--- config.mk ---
export PLATFORM = sky130hd
export DESIGN_NAME = pmps_sequencer
export DESIGN_NICKNAME = d
export VERILOG_FILES = /design/src/rtl/pmps_pkg.sv /design/src/rtl/pmps_tick_gen.sv /design/src/rtl/pmps_defaults_rom.sv /design/src/rtl/pmps_sequencer.sv
export SDC_FILE = /design/constraint.sdc
export NUM_CORES = 1
export LEC_CHECK = 0
export ABC_AREA = 1
export ABC_CLOCK_PERIOD_IN_PS = 4700
export BUFFER_PORTS_ARGS = -buffer_cell sky130_fd_sc_hd__buf_2
export CORE_MARGIN = 4
export CORE_UTILIZATION = 52
export DETAILED_ROUTE_END_ITERATION = 12
export GPL_TIMING_DRIVEN = 0
export PLACE_DENSITY = 0.9
export SLEW_MARGIN = 10
export SYNTH_ARGS = -nofsm -noshare
export SYNTH_HDL_FRONTEND = slang
export SYNTH_SLANG_ARGS = --single-unit
export TNS_END_PERCENT = 100
--- constraint.sdc ---
create_clock -name clk_sys_in -period 4.7 [get_ports clk_sys_in]
set_clock_uncertainty 0.05 [all_clocks]
set_input_delay 0.94 -clock clk_sys_in [delete_from_list [all_inputs] [get_ports clk_sys_in]]
set_output_delay 0.94 -clock clk_sys_in [all_outputs]
set_load 0.01 [all_outputs]
--- src/rtl/pmps_pkg.sv ---
// Purpose: shared constants and types of the power-up sequencer
// Assumes: 25 MHz system clock, 32.768 kHz time base derived from it
// Notes:   times are in microseconds, counts are in time-base ticks
package pmps_pkg;

  // ==========================================================
  // clocking and timing
  localparam int unsigned CLK_HZ       = 32'h017D_7840;  // 25 MHz
  localparam int unsigned TB_HZ        = 32'h0000_8000;  // 32.768 kHz
  localparam int unsigned US_PER_S     = 32'h000F_4240;
  localparam int unsigned HALF_S_US    = 32'h0007_A120;
  localparam int unsigned PRESEQ_US    = 32'h0000_1F40;  // 8.0 ms
  localparam int unsigned SLOT_US      = 32'h0000_07D0;  // 2.0 ms
  localparam int unsigned PWM_HOLD_US  = 32'h0000_0BB8;  // 3.0 ms

  // nearest whole count, as the tick base is only nominal anyway
  localparam int unsigned TB_DIV_I     = (CLK_HZ + TB_HZ / 2) / TB_HZ;
  localparam int unsigned PRESEQ_I     = (PRESEQ_US * TB_HZ + HALF_S_US) / US_PER_S;
  localparam int unsigned SLOT_I       = (SLOT_US * TB_HZ + HALF_S_US) / US_PER_S;
  localparam int unsigned PWM_I        = (PWM_HOLD_US * TB_HZ + HALF_S_US) / US_PER_S;

  localparam logic [9:0]  TB_DIV       = 10'(TB_DIV_I);
  localparam logic [8:0]  PRESEQ_TICKS = 9'(PRESEQ_I);
  localparam logic [8:0]  SLOT_TICKS   = 9'(SLOT_I);
  localparam logic [6:0]  PWM_TICKS    = 7'(PWM_I);

  // ==========================================================
  // regulator enable vector layout (bucks occupy the low bits)
  localparam int NREG      = 13;
  localparam int NBUCK     = 5;
  localparam int EN_CORE   = 0;
  localparam int EN_VCC    = 1;
  localparam int EN_ANA    = 2;
  localparam int EN_MEM    = 3;
  localparam int EN_IO     = 4;
  localparam int EN_BOOST  = 5;
  localparam int EN_USB    = 6;
  localparam int EN_AUX    = 7;
  localparam int EN_GP1    = 8;
  localparam int EN_GP2    = 9;
  localparam int EN_PLL    = 10;
  localparam int EN_DAC    = 11;
  localparam int EN_MREF   = 12;

  // ==========================================================
  // slot tables, one enable mask per 2 ms slot
  localparam int          NSLOT     = 10;
  localparam logic [3:0]  LAST_SLOT = 4'h9;
  localparam logic [12:0] SLOT_A [NSLOT] = '{13'h0002, 13'h0400, 13'h0200, 13'h0004,
    13'h0001, 13'h1008, 13'h0000, 13'h0110, 13'h00C0, 13'h0800};
  localparam logic [12:0] SLOT_B [NSLOT] = '{13'h0002, 13'h0004, 13'h0001, 13'h0800,
    13'h1008, 13'h0010, 13'h0280, 13'h0400, 13'h0100, 13'h0040};

  // strap code ranges
  localparam logic [3:0]  CODE_A_LO = 4'h5;
  localparam logic [3:0]  CODE_A_HI = 4'h9;
  localparam logic [3:0]  CODE_B_LO = 4'hA;

  // ==========================================================
  // default output levels in millivolts
  localparam logic [11:0] MV_1100 = 12'h44C;
  localparam logic [11:0] MV_1200 = 12'h4B0;
  localparam logic [11:0] MV_1225 = 12'h4C9;
  localparam logic [11:0] MV_1300 = 12'h514;
  localparam logic [11:0] MV_1350 = 12'h546;
  localparam logic [11:0] MV_1500 = 12'h5DC;
  localparam logic [11:0] MV_1800 = 12'h708;
  localparam logic [11:0] MV_2500 = 12'h9C4;
  localparam logic [11:0] MV_2775 = 12'hAD7;
  localparam logic [11:0] MV_3100 = 12'hC1C;
  localparam logic [11:0] MV_3150 = 12'hC4E;
  localparam logic [11:0] MV_3300 = 12'hCE4;

  typedef struct packed {
    logic [11:0] core;
    logic [11:0] vcc;
    logic [11:0] ana;
    logic [11:0] mem_a;
    logic [11:0] mem_b;
    logic [11:0] io;
    logic [11:0] usb;
    logic [11:0] aux;
    logic [11:0] rtc;
    logic [11:0] pll;
    logic [11:0] dac;
    logic [11:0] gp1;
    logic [11:0] gp2;
  } pmps_levels_t;

  typedef enum logic [1:0] {MODE_OFF, MODE_PFM, MODE_APS, MODE_PWM} pmps_mode_t;
  typedef enum logic [1:0] {ST_OFF, ST_PRESEQ, ST_SLOTS, ST_DONE} pmps_state_t;

endpackage : pmps_pkg

--- src/rtl/pmps_tick_gen.sv ---
// Purpose: one-cycle enable at the 32.768 kHz time-base rate
// Assumes: runs freely from reset release
// Notes:   divide ratio rounded to the nearest whole count
`timescale 1ns/1ps
module pmps_tick_gen
  import pmps_pkg::*;
#(
  // divide ratio, the 32.768 kHz time base unless a fast bench shortens it
  parameter logic [9:0] DIV = pmps_pkg::TB_DIV
)
(
  // clock and reset
  input  wire logic clk_sys_in,
  input  wire logic reset_in,
  // time-base enable
  output logic      tick_out
);
  import pmps_pkg::*;

  // ==========================================================
  // divider
  logic [9:0] div_q;
  wire        wrap = (div_q == DIV - 10'h001);

  // free-running divider, wraps every DIV clocks
  always_ff @(posedge clk_sys_in or posedge reset_in) begin
    if (reset_in) begin
      div_q <= 10'h000;
    end else begin
      div_q <= wrap ? 10'h000 : div_q + 10'h001;
    end
  end

  assign tick_out = wrap;

endmodule : pmps_tick_gen

--- src/rtl/pmps_defaults_rom.sv ---
// Purpose: power-up default levels indexed by the latched strap code
// Assumes: code is stable for at least one clock before use
// Notes:   reserved codes read as all zero
`timescale 1ns/1ps
module pmps_defaults_rom
  import pmps_pkg::*;
(
  // clock and reset
  input  wire logic                  clk_sys_in,
  input  wire logic                  reset_in,
  // lookup
  input  wire logic [3:0]            code_in,
  output pmps_pkg::pmps_levels_t     levels_out
);
  import pmps_pkg::*;

  // ==========================================================
  // table
  function automatic pmps_levels_t row(input logic [11:0] vcc, input logic [11:0] ana,
      input logic [11:0] mema, input logic [11:0] memb, input logic [11:0] rtc,
      input logic [11:0] dac, input logic [11:0] gp1, input logic [11:0] gp2);
    return '{core: MV_1100, vcc: vcc, ana: ana, mem_a: mema, mem_b: memb, io: MV_1800,
             usb: MV_3300, aux: MV_2500, rtc: rtc, pll: MV_1800, dac: dac, gp1: gp1,
             gp2: gp2};
  endfunction : row

  pmps_levels_t rd_d;

  // one row per supported code
  always_comb begin
    case (code_in)
      4'h5:    rd_d = row(MV_1225, MV_1200, MV_1500, MV_1500, MV_1200, MV_2775, MV_1200, MV_2500);
      4'h6:    rd_d = row(MV_1300, MV_1300, MV_1800, MV_1800, MV_1300, MV_2775, MV_1300, MV_2500);
      4'h7:    rd_d = row(MV_1300, MV_1200, MV_1500, MV_1500, MV_1300, MV_2775, MV_1300, MV_2500);
      4'h8:    rd_d = row(MV_1300, MV_1200, MV_1350, MV_1350, MV_1300, MV_2775, MV_1300, MV_2500);
      4'h9:    rd_d = row(MV_1300, MV_1200, MV_1200, MV_1200, MV_1300, MV_2775, MV_1300, MV_2500);
      4'hA:    rd_d = row(MV_1200, MV_1200, MV_1800, MV_1800, MV_1200, MV_2500, MV_1200, MV_3100);
      4'hB:    rd_d = row(MV_1200, MV_1200, MV_1200, MV_1200, MV_1200, MV_2500, MV_1200, MV_3100);
      4'hC:    rd_d = row(MV_1200, MV_1200, MV_3150, MV_1200, MV_1200, MV_2500, MV_1200, MV_3100);
      4'hD:    rd_d = row(MV_1200, MV_1200, MV_3150, MV_1800, MV_1200, MV_2500, MV_1200, MV_3100);
      4'hE:    rd_d = row(MV_1200, MV_1200, MV_3150, MV_1200, MV_1200, MV_2500, MV_1200, MV_2500);
      4'hF:    rd_d = row(MV_1200, MV_1200, MV_3150, MV_1800, MV_1200, MV_2500, MV_1200, MV_2500);
      default: rd_d = '0;
    endcase
  end

  // registered read port
  always_ff @(posedge clk_sys_in or posedge reset_in) begin
    if (reset_in) begin
      levels_out <= '0;
    end else begin
      levels_out <= rd_d;
    end
  end

endmodule : pmps_defaults_rom

--- src/rtl/pmps_sequencer.sv ---
// Purpose: power-up sequencer, core supplies then ten 2 ms regulator slots
// Assumes: power_ok_in is the valid-supply level; straps are static pins
// Notes:   a drop of power_ok_in aborts and later restarts from the top
`timescale 1ns/1ps
module pmps_sequencer
  import pmps_pkg::*;
#(
  // clocks per time-base tick; only a fast bench shortens it, and must keep it above 8
  parameter logic [9:0] TICK_DIV = pmps_pkg::TB_DIV
)
(
  // clock and reset
  input  wire logic                  clk_sys_in,
  input  wire logic                  reset_in,
  // supply and detector inputs
  input  wire logic                  power_ok_in,
  input  wire logic                  usb_bus_voltage_ok_in,
  input  wire logic                  main_battery_uv_in,
  // configuration straps
  input  wire logic [3:0]            power_up_strap_in,
  input  wire logic                  pass_device_strap_in,
  // core supplies
  output logic                       digital_core_supply_en_out,
  output logic                       rtc_supply_en_out,
  output logic                       analog_core_supply_en_out,
  // regulator control
  output logic [pmps_pkg::NREG-1:0]  reg_en_out,
  output logic [pmps_pkg::NBUCK-1:0] buck_pull_down_out,
  output pmps_pkg::pmps_mode_t       buck_mode_out [pmps_pkg::NBUCK],
  output logic                       internal_pass_out,
  output logic                       usb_from_boost_out,
  // default levels in millivolts
  output logic [11:0]                core_buck_mv_out,
  output logic [11:0]                vcc_buck_mv_out,
  output logic [11:0]                analog_buck_mv_out,
  output logic [11:0]                memory_buck_a_mv_out,
  output logic [11:0]                memory_buck_b_mv_out,
  output logic [11:0]                io_buck_mv_out,
  output logic [11:0]                usb_ldo_mv_out,
  output logic [11:0]                usb_aux_ldo_mv_out,
  output logic [11:0]                rtc_supply_mv_out,
  output logic [11:0]                pll_ldo_mv_out,
  output logic [11:0]                dac_ldo_mv_out,
  output logic [11:0]                general_purpose1_ldo_mv_out,
  output logic [11:0]                general_purpose2_ldo_mv_out,
  // status
  output logic                       seq_done_out,
  output logic                       battery_uv_event_out
);
  import pmps_pkg::*;

  // ==========================================================
  // time base and defaults
  logic         tick;
  pmps_levels_t levels;
  logic [3:0]   strap_q;
  logic         pass_q;

  pmps_tick_gen #(.DIV(TICK_DIV)) u_tick (
    .clk_sys_in (clk_sys_in),
    .reset_in   (reset_in),
    .tick_out   (tick)
  );

  pmps_defaults_rom u_rom (
    .clk_sys_in (clk_sys_in),
    .reset_in   (reset_in),
    .code_in    (strap_q),
    .levels_out (levels)
  );

  // ==========================================================
  // sequence state
  pmps_state_t       state_q;
  logic [8:0]        cnt_q;
  logic [3:0]        slot_q;
  logic [NREG-1:0]   en_q;
  logic              uv_q;

  // family decode from the latched code, never from the live pins
  wire               fam_a     = (strap_q >= CODE_A_LO) && (strap_q <= CODE_A_HI);
  wire               fam_b     = (strap_q >= CODE_B_LO);
  wire               start     = (state_q == ST_OFF) && power_ok_in;
  wire               pre_end   = (state_q == ST_PRESEQ) && tick
                                 && (cnt_q == PRESEQ_TICKS - 9'h001);
  wire               slot_end  = (state_q == ST_SLOTS) && tick
                                 && (cnt_q == SLOT_TICKS - 9'h001);
  wire               last      = (slot_q == LAST_SLOT);
  wire [3:0]         nxt_slot  = (state_q == ST_PRESEQ) ? 4'h0 : slot_q + 4'h1;
  wire [NREG-1:0]    raw_mask  = fam_a ? SLOT_A[nxt_slot] :
                                 fam_b ? SLOT_B[nxt_slot] : '0;
  // usb ldo dropped from its slot without bus voltage; boost never set
  wire [NREG-1:0]    usb_gate  = usb_bus_voltage_ok_in ? '1 : ~(NREG'(1) << EN_USB);
  wire [NREG-1:0]    slot_mask = raw_mask & usb_gate & ~(NREG'(1) << EN_BOOST);
  wire               open_slot = pre_end || (slot_end && !last);

  // state machine; loss of power wins over everything so no partial state is kept
  always_ff @(posedge clk_sys_in or posedge reset_in) begin
    if (reset_in) begin
      state_q <= ST_OFF;
      cnt_q   <= 9'h000;
      slot_q  <= 4'h0;
      en_q    <= '0;
    end else if (!power_ok_in) begin
      state_q <= ST_OFF;
      cnt_q   <= 9'h000;
      slot_q  <= 4'h0;
      en_q    <= '0;
    end else begin
      case (state_q)
        ST_OFF: begin
          state_q <= ST_PRESEQ;
          cnt_q   <= 9'h000;
        end
        ST_PRESEQ, ST_SLOTS: begin
          if (open_slot) begin
            state_q <= ST_SLOTS;
            slot_q  <= nxt_slot;
            en_q    <= en_q | slot_mask;
            cnt_q   <= 9'h000;
          end else if (slot_end) begin
            state_q <= ST_DONE;
          end else if (tick) begin
            cnt_q   <= cnt_q + 9'h001;
          end
        end
        ST_DONE: begin
          state_q <= ST_DONE;
        end
        default: begin
          state_q <= ST_OFF;
        end
      endcase
    end
  end

  // straps caught on the way out of off, before any regulator slot
  always_ff @(posedge clk_sys_in) begin
    if (start) begin
      strap_q <= power_up_strap_in;
      pass_q  <= pass_device_strap_in;
    end
  end

  // undervoltage only reported once sequencing is over
  always_ff @(posedge clk_sys_in or posedge reset_in) begin
    if (reset_in) begin
      uv_q <= 1'b0;
    end else begin
      uv_q <= main_battery_uv_in && (state_q == ST_DONE) && power_ok_in;
    end
  end

  // ==========================================================
  // per-buck pwm hold after enable
  genvar gi;
  generate
    for (gi = 0; gi < NBUCK; gi++) begin : g_buck
      logic [6:0] hold_q;
      wire        hold = en_q[gi] && (hold_q != PWM_TICKS);
      // counts ticks since enable, saturates at the hold length
      always_ff @(posedge clk_sys_in or posedge reset_in) begin
        if (reset_in) begin
          hold_q <= 7'h00;
        end else if (!en_q[gi]) begin
          hold_q <= 7'h00;
        end else if (hold && tick) begin
          hold_q <= hold_q + 7'h01;
        end
      end
      assign buck_mode_out[gi]      = !en_q[gi] ? MODE_OFF :
                                      hold      ? MODE_PWM : MODE_APS;
      assign buck_pull_down_out[gi] = !en_q[gi];
    end
  endgenerate

  // ==========================================================
  // outputs
  wire core_on = (state_q != ST_OFF);
  assign digital_core_supply_en_out  = core_on;
  assign rtc_supply_en_out           = core_on;
  assign analog_core_supply_en_out   = core_on;
  assign reg_en_out                  = en_q;
  assign internal_pass_out           = pass_q;
  assign usb_from_boost_out          = 1'b0;
  assign seq_done_out                = (state_q == ST_DONE);
  assign battery_uv_event_out        = uv_q;
  assign core_buck_mv_out            = levels.core;
  assign vcc_buck_mv_out             = levels.vcc;
  assign analog_buck_mv_out          = levels.ana;
  assign memory_buck_a_mv_out        = levels.mem_a;
  assign memory_buck_b_mv_out        = levels.mem_b;
  assign io_buck_mv_out              = levels.io;
  assign usb_ldo_mv_out              = levels.usb;
  assign usb_aux_ldo_mv_out          = levels.aux;
  assign rtc_supply_mv_out           = levels.rtc;
  assign pll_ldo_mv_out              = levels.pll;
  assign dac_ldo_mv_out              = levels.dac;
  assign general_purpose1_ldo_mv_out = levels.gp1;
  assign general_purpose2_ldo_mv_out = levels.gp2;
endmodule : pmps_sequencer

==> results.ini <==
[power_and_ir_drop]
internal-power_mw = 1.782
switching_power_mw = 0.9235
p_clk_frac = 0.258
swShare = 0.3414
power.density_nw_per_um2 = 340.2
p_seq_frac = 0.386
ir_drop_mv = 0.1657
comb_power_share = 0.355
leakage_nw = 4.362

[final_layout]
layout_commonest_cell = nand2_1
final_core_util = 0.6539
fin_nets = 1047
drive_gt1_frac = 0.3150
final_cell_mix = 142 x nand2_1, 140 x buf_4, 133 x buf_2, 99 x dfrtp_1, 91 x inv_1
instances_no_fill = 1184
area.growth.synth_to_final_pct = 21.65
n_antenna_cell = 0

[sta]
slew_viol_final = 0
slew_headroom = 0.2882
worst_hold_slack_ps = 434.5
tightestPinTransition_ps = 1068
period_share = 0.5847
hold_violations = 0
setup_viol = 0
rsz0062_at_grt = false
fin_ws_ps = 1952
fin_crit_ps = 2748
fmax_mhz = 363.9

[synthesis]
syn_avg_cell_area_um2 = 8.152
synth_top_area_share = 0.3789
ys_top_cells_by_area = dfrtp_1 38%, buf_4 16%, nand2_1 8.2%, inv_1 5.3%, ha_1 4.8%
synth-async-reset-ratio = 0.9519
synthCells = 802
synth_ff_type = dfrtp_1
synth-seq-cells = 104
synth.distinct_cells = 40
yosysTopAreaCell = dfrtp_1
synth-warning-count = 0
synth-edff-count = 5
yosysSeqAreaShare = 0.4019
syn_area_um2 = 6538

[clocking]
cts_root_buffer = clkbuf_16
cts_buffers = 9
hold_buffers = 0
worstSkewPairLatency_ps = 350
clock-sinks = 104
cts_resized = 0
cts-htree-levels = 3
postCtsSetupBuffers = 0
cts_tree = built
clk_pin_slew_ps = 70
clockBufferDepth = 2

[place]
dp.cells = 1169
place_congestion = 0.8995
io_buffers = 129
hpwl_um = 10900
pre_cts_slack_ps = 2273

[status]
status = completed

[die]
ios = 201
start_util = 0.5376
coreArea_um2 = 12160
fp.dieH_um = 120.1
fp.dieW_um = 120.1
die_area_um2 = 14430
rows = 40

[grt]
grt_max_degree = 63
track_usage = 0.1964
grt-ovfl-total = 0
grt_pass1_wl_um = 23510
antenna_found_initial = 0
grt_pass1_vias = 5106

[job]
drv_cap = 0

[setup_path]
r2r-start = state_q[1]$_DFFE_PP0P_
crit_fanout = 38
critPathLaunch = u_rom.levels_out[150]$_DFF_PP0_
critPathCaptureType = output pin
arrival_ps = 1760
worstSetupStartpointType = flop
crit_type = reg2out
cp.required_ps = 3710
rrSetupSlack_ps = 2690

[routing]
drc = 0
ant_nets = 0
drt_iter0_drc = 380
vias = 5560
first_pass_iters = 6
viasPerCell = 4.696
wl_per_cell_um = 12.21
wirelength_um = 14450

[worst_hold_path]
min-delay-start = u_tick.div_q[0]$_DFF_PP0_
hp-class = reg2reg

-- layer usage --
| layer | wire length (um) | GRT usage | up-vias |
|---|---|---|---|
| met2 | 7452 | 0.3635 | 210 |
| met4 | 315 | 0.06228 | 0 |
| met1 | 5674 | 0.2258 | 2555 |
| met5 | 0 | 0 | - |
| met3 | 1008 | 0.04006 | 31 |
| li1 | - | - | 2764 |
-- state kept, by name (all words and copies together) (netlist names) --
register,count
cnt_q,9
battery_uv_event_out,1
u_tick.div_q,10
u_rom.levels_out,26
slot_q,4
strap_q,4
internal_pass_out,1
g_buck.hold_q,35
state_q,2
reg_en_out,12
-- final cells by class --
type	count	area [um2]
Sequential cell	104	2628
Inverter	98	375.4
Timing Repair Buffer	130	673.1
Clock buffer	10	229.0
Tap cell	168	210.2
Clock inverter	5	41.29
Multi-Input combinational cell	521	2699
Fill cell	994	4209
Buffer	148	1097
-- path summary, 6_finish.rpt --
kind | end | depth (start not counted)
min in group asynchronous | g_buck[2].hold_q[2]$_DFFE_PP0P_ | 2
max in group asynchronous | u_rom.levels_out[103]$_DFF_PP0_ | 3
worst min register to register | u_tick.div_q[0]$_DFF_PP0_ | 1
worst max-delay path | vcc_buck_mv_out[10] | 2
worst min-delay path | u_tick.div_q[0]$_DFF_PP0_ | 1
worst max register to register | slot_q[3]$_DFFE_PP0P_ | 11
-- worst max-delay path, cell delays in order, from the launching register on --
cell	delay, ps
dfrtp_1	1050
buf_4	240
buf_2	130
-- kinds of logic (layout without fill, tap and decap cells) --
| kind of cell | after synthesis | after routing | share of synthesized area |
|---|---|---|---|
| flops | 104 | 104 | 0.4019 |
| buf+inv | 246 | 391 | 0.2249 |
| fa+ha+maj | 25 | 25 | 0.04785 |
| other cells | 1 | 70 | 0.0005736 |
| xor+xnor | 26 | 26 | 0.03483 |
| compound gates | 76 | 76 | 0.06660 |
| simple gates | 324 | 324 | 0.2233 |
-- power groups by stage --
stage,Sequential [mW],Clock [mW],Combinational (mW)
6_report,1.05,0.699,0.961
5_1_grt,1.06,0.748,1.06
4_1_cts,1.05,0.709,0.963
3_5_place_dp,1.07,0,0.959
3_3_place_gp,1.06,0,0.936
2_1_floorplan,1.08,0,0.631
-- through the flow --
stage | cell area [um2] | power (mW) | TNS, ps
3_3_place_gp | 7652 | 1.996 | -688.0
3_5_place_dp | 7682 | 2.025 | 0
5_1_grt | 7953 | 2.865 | 0
6_report | 7953 | 2.705 | 0
4_1_cts | 7953 | 2.720 | 0
2_1_floorplan | 6797 | 1.714 | 0
-- synth_stat cells (all sizes together) (10+ instances only) --
cell,instances
xor2,19
nand3,64
o22ai,10
buf,147
nand2,148
a21oi,18
inv,97
nor3,16
nand4,15
o21ai,39
dfrtp,99
ha,25
nor2,77
(Power assumes the default switching activity.)
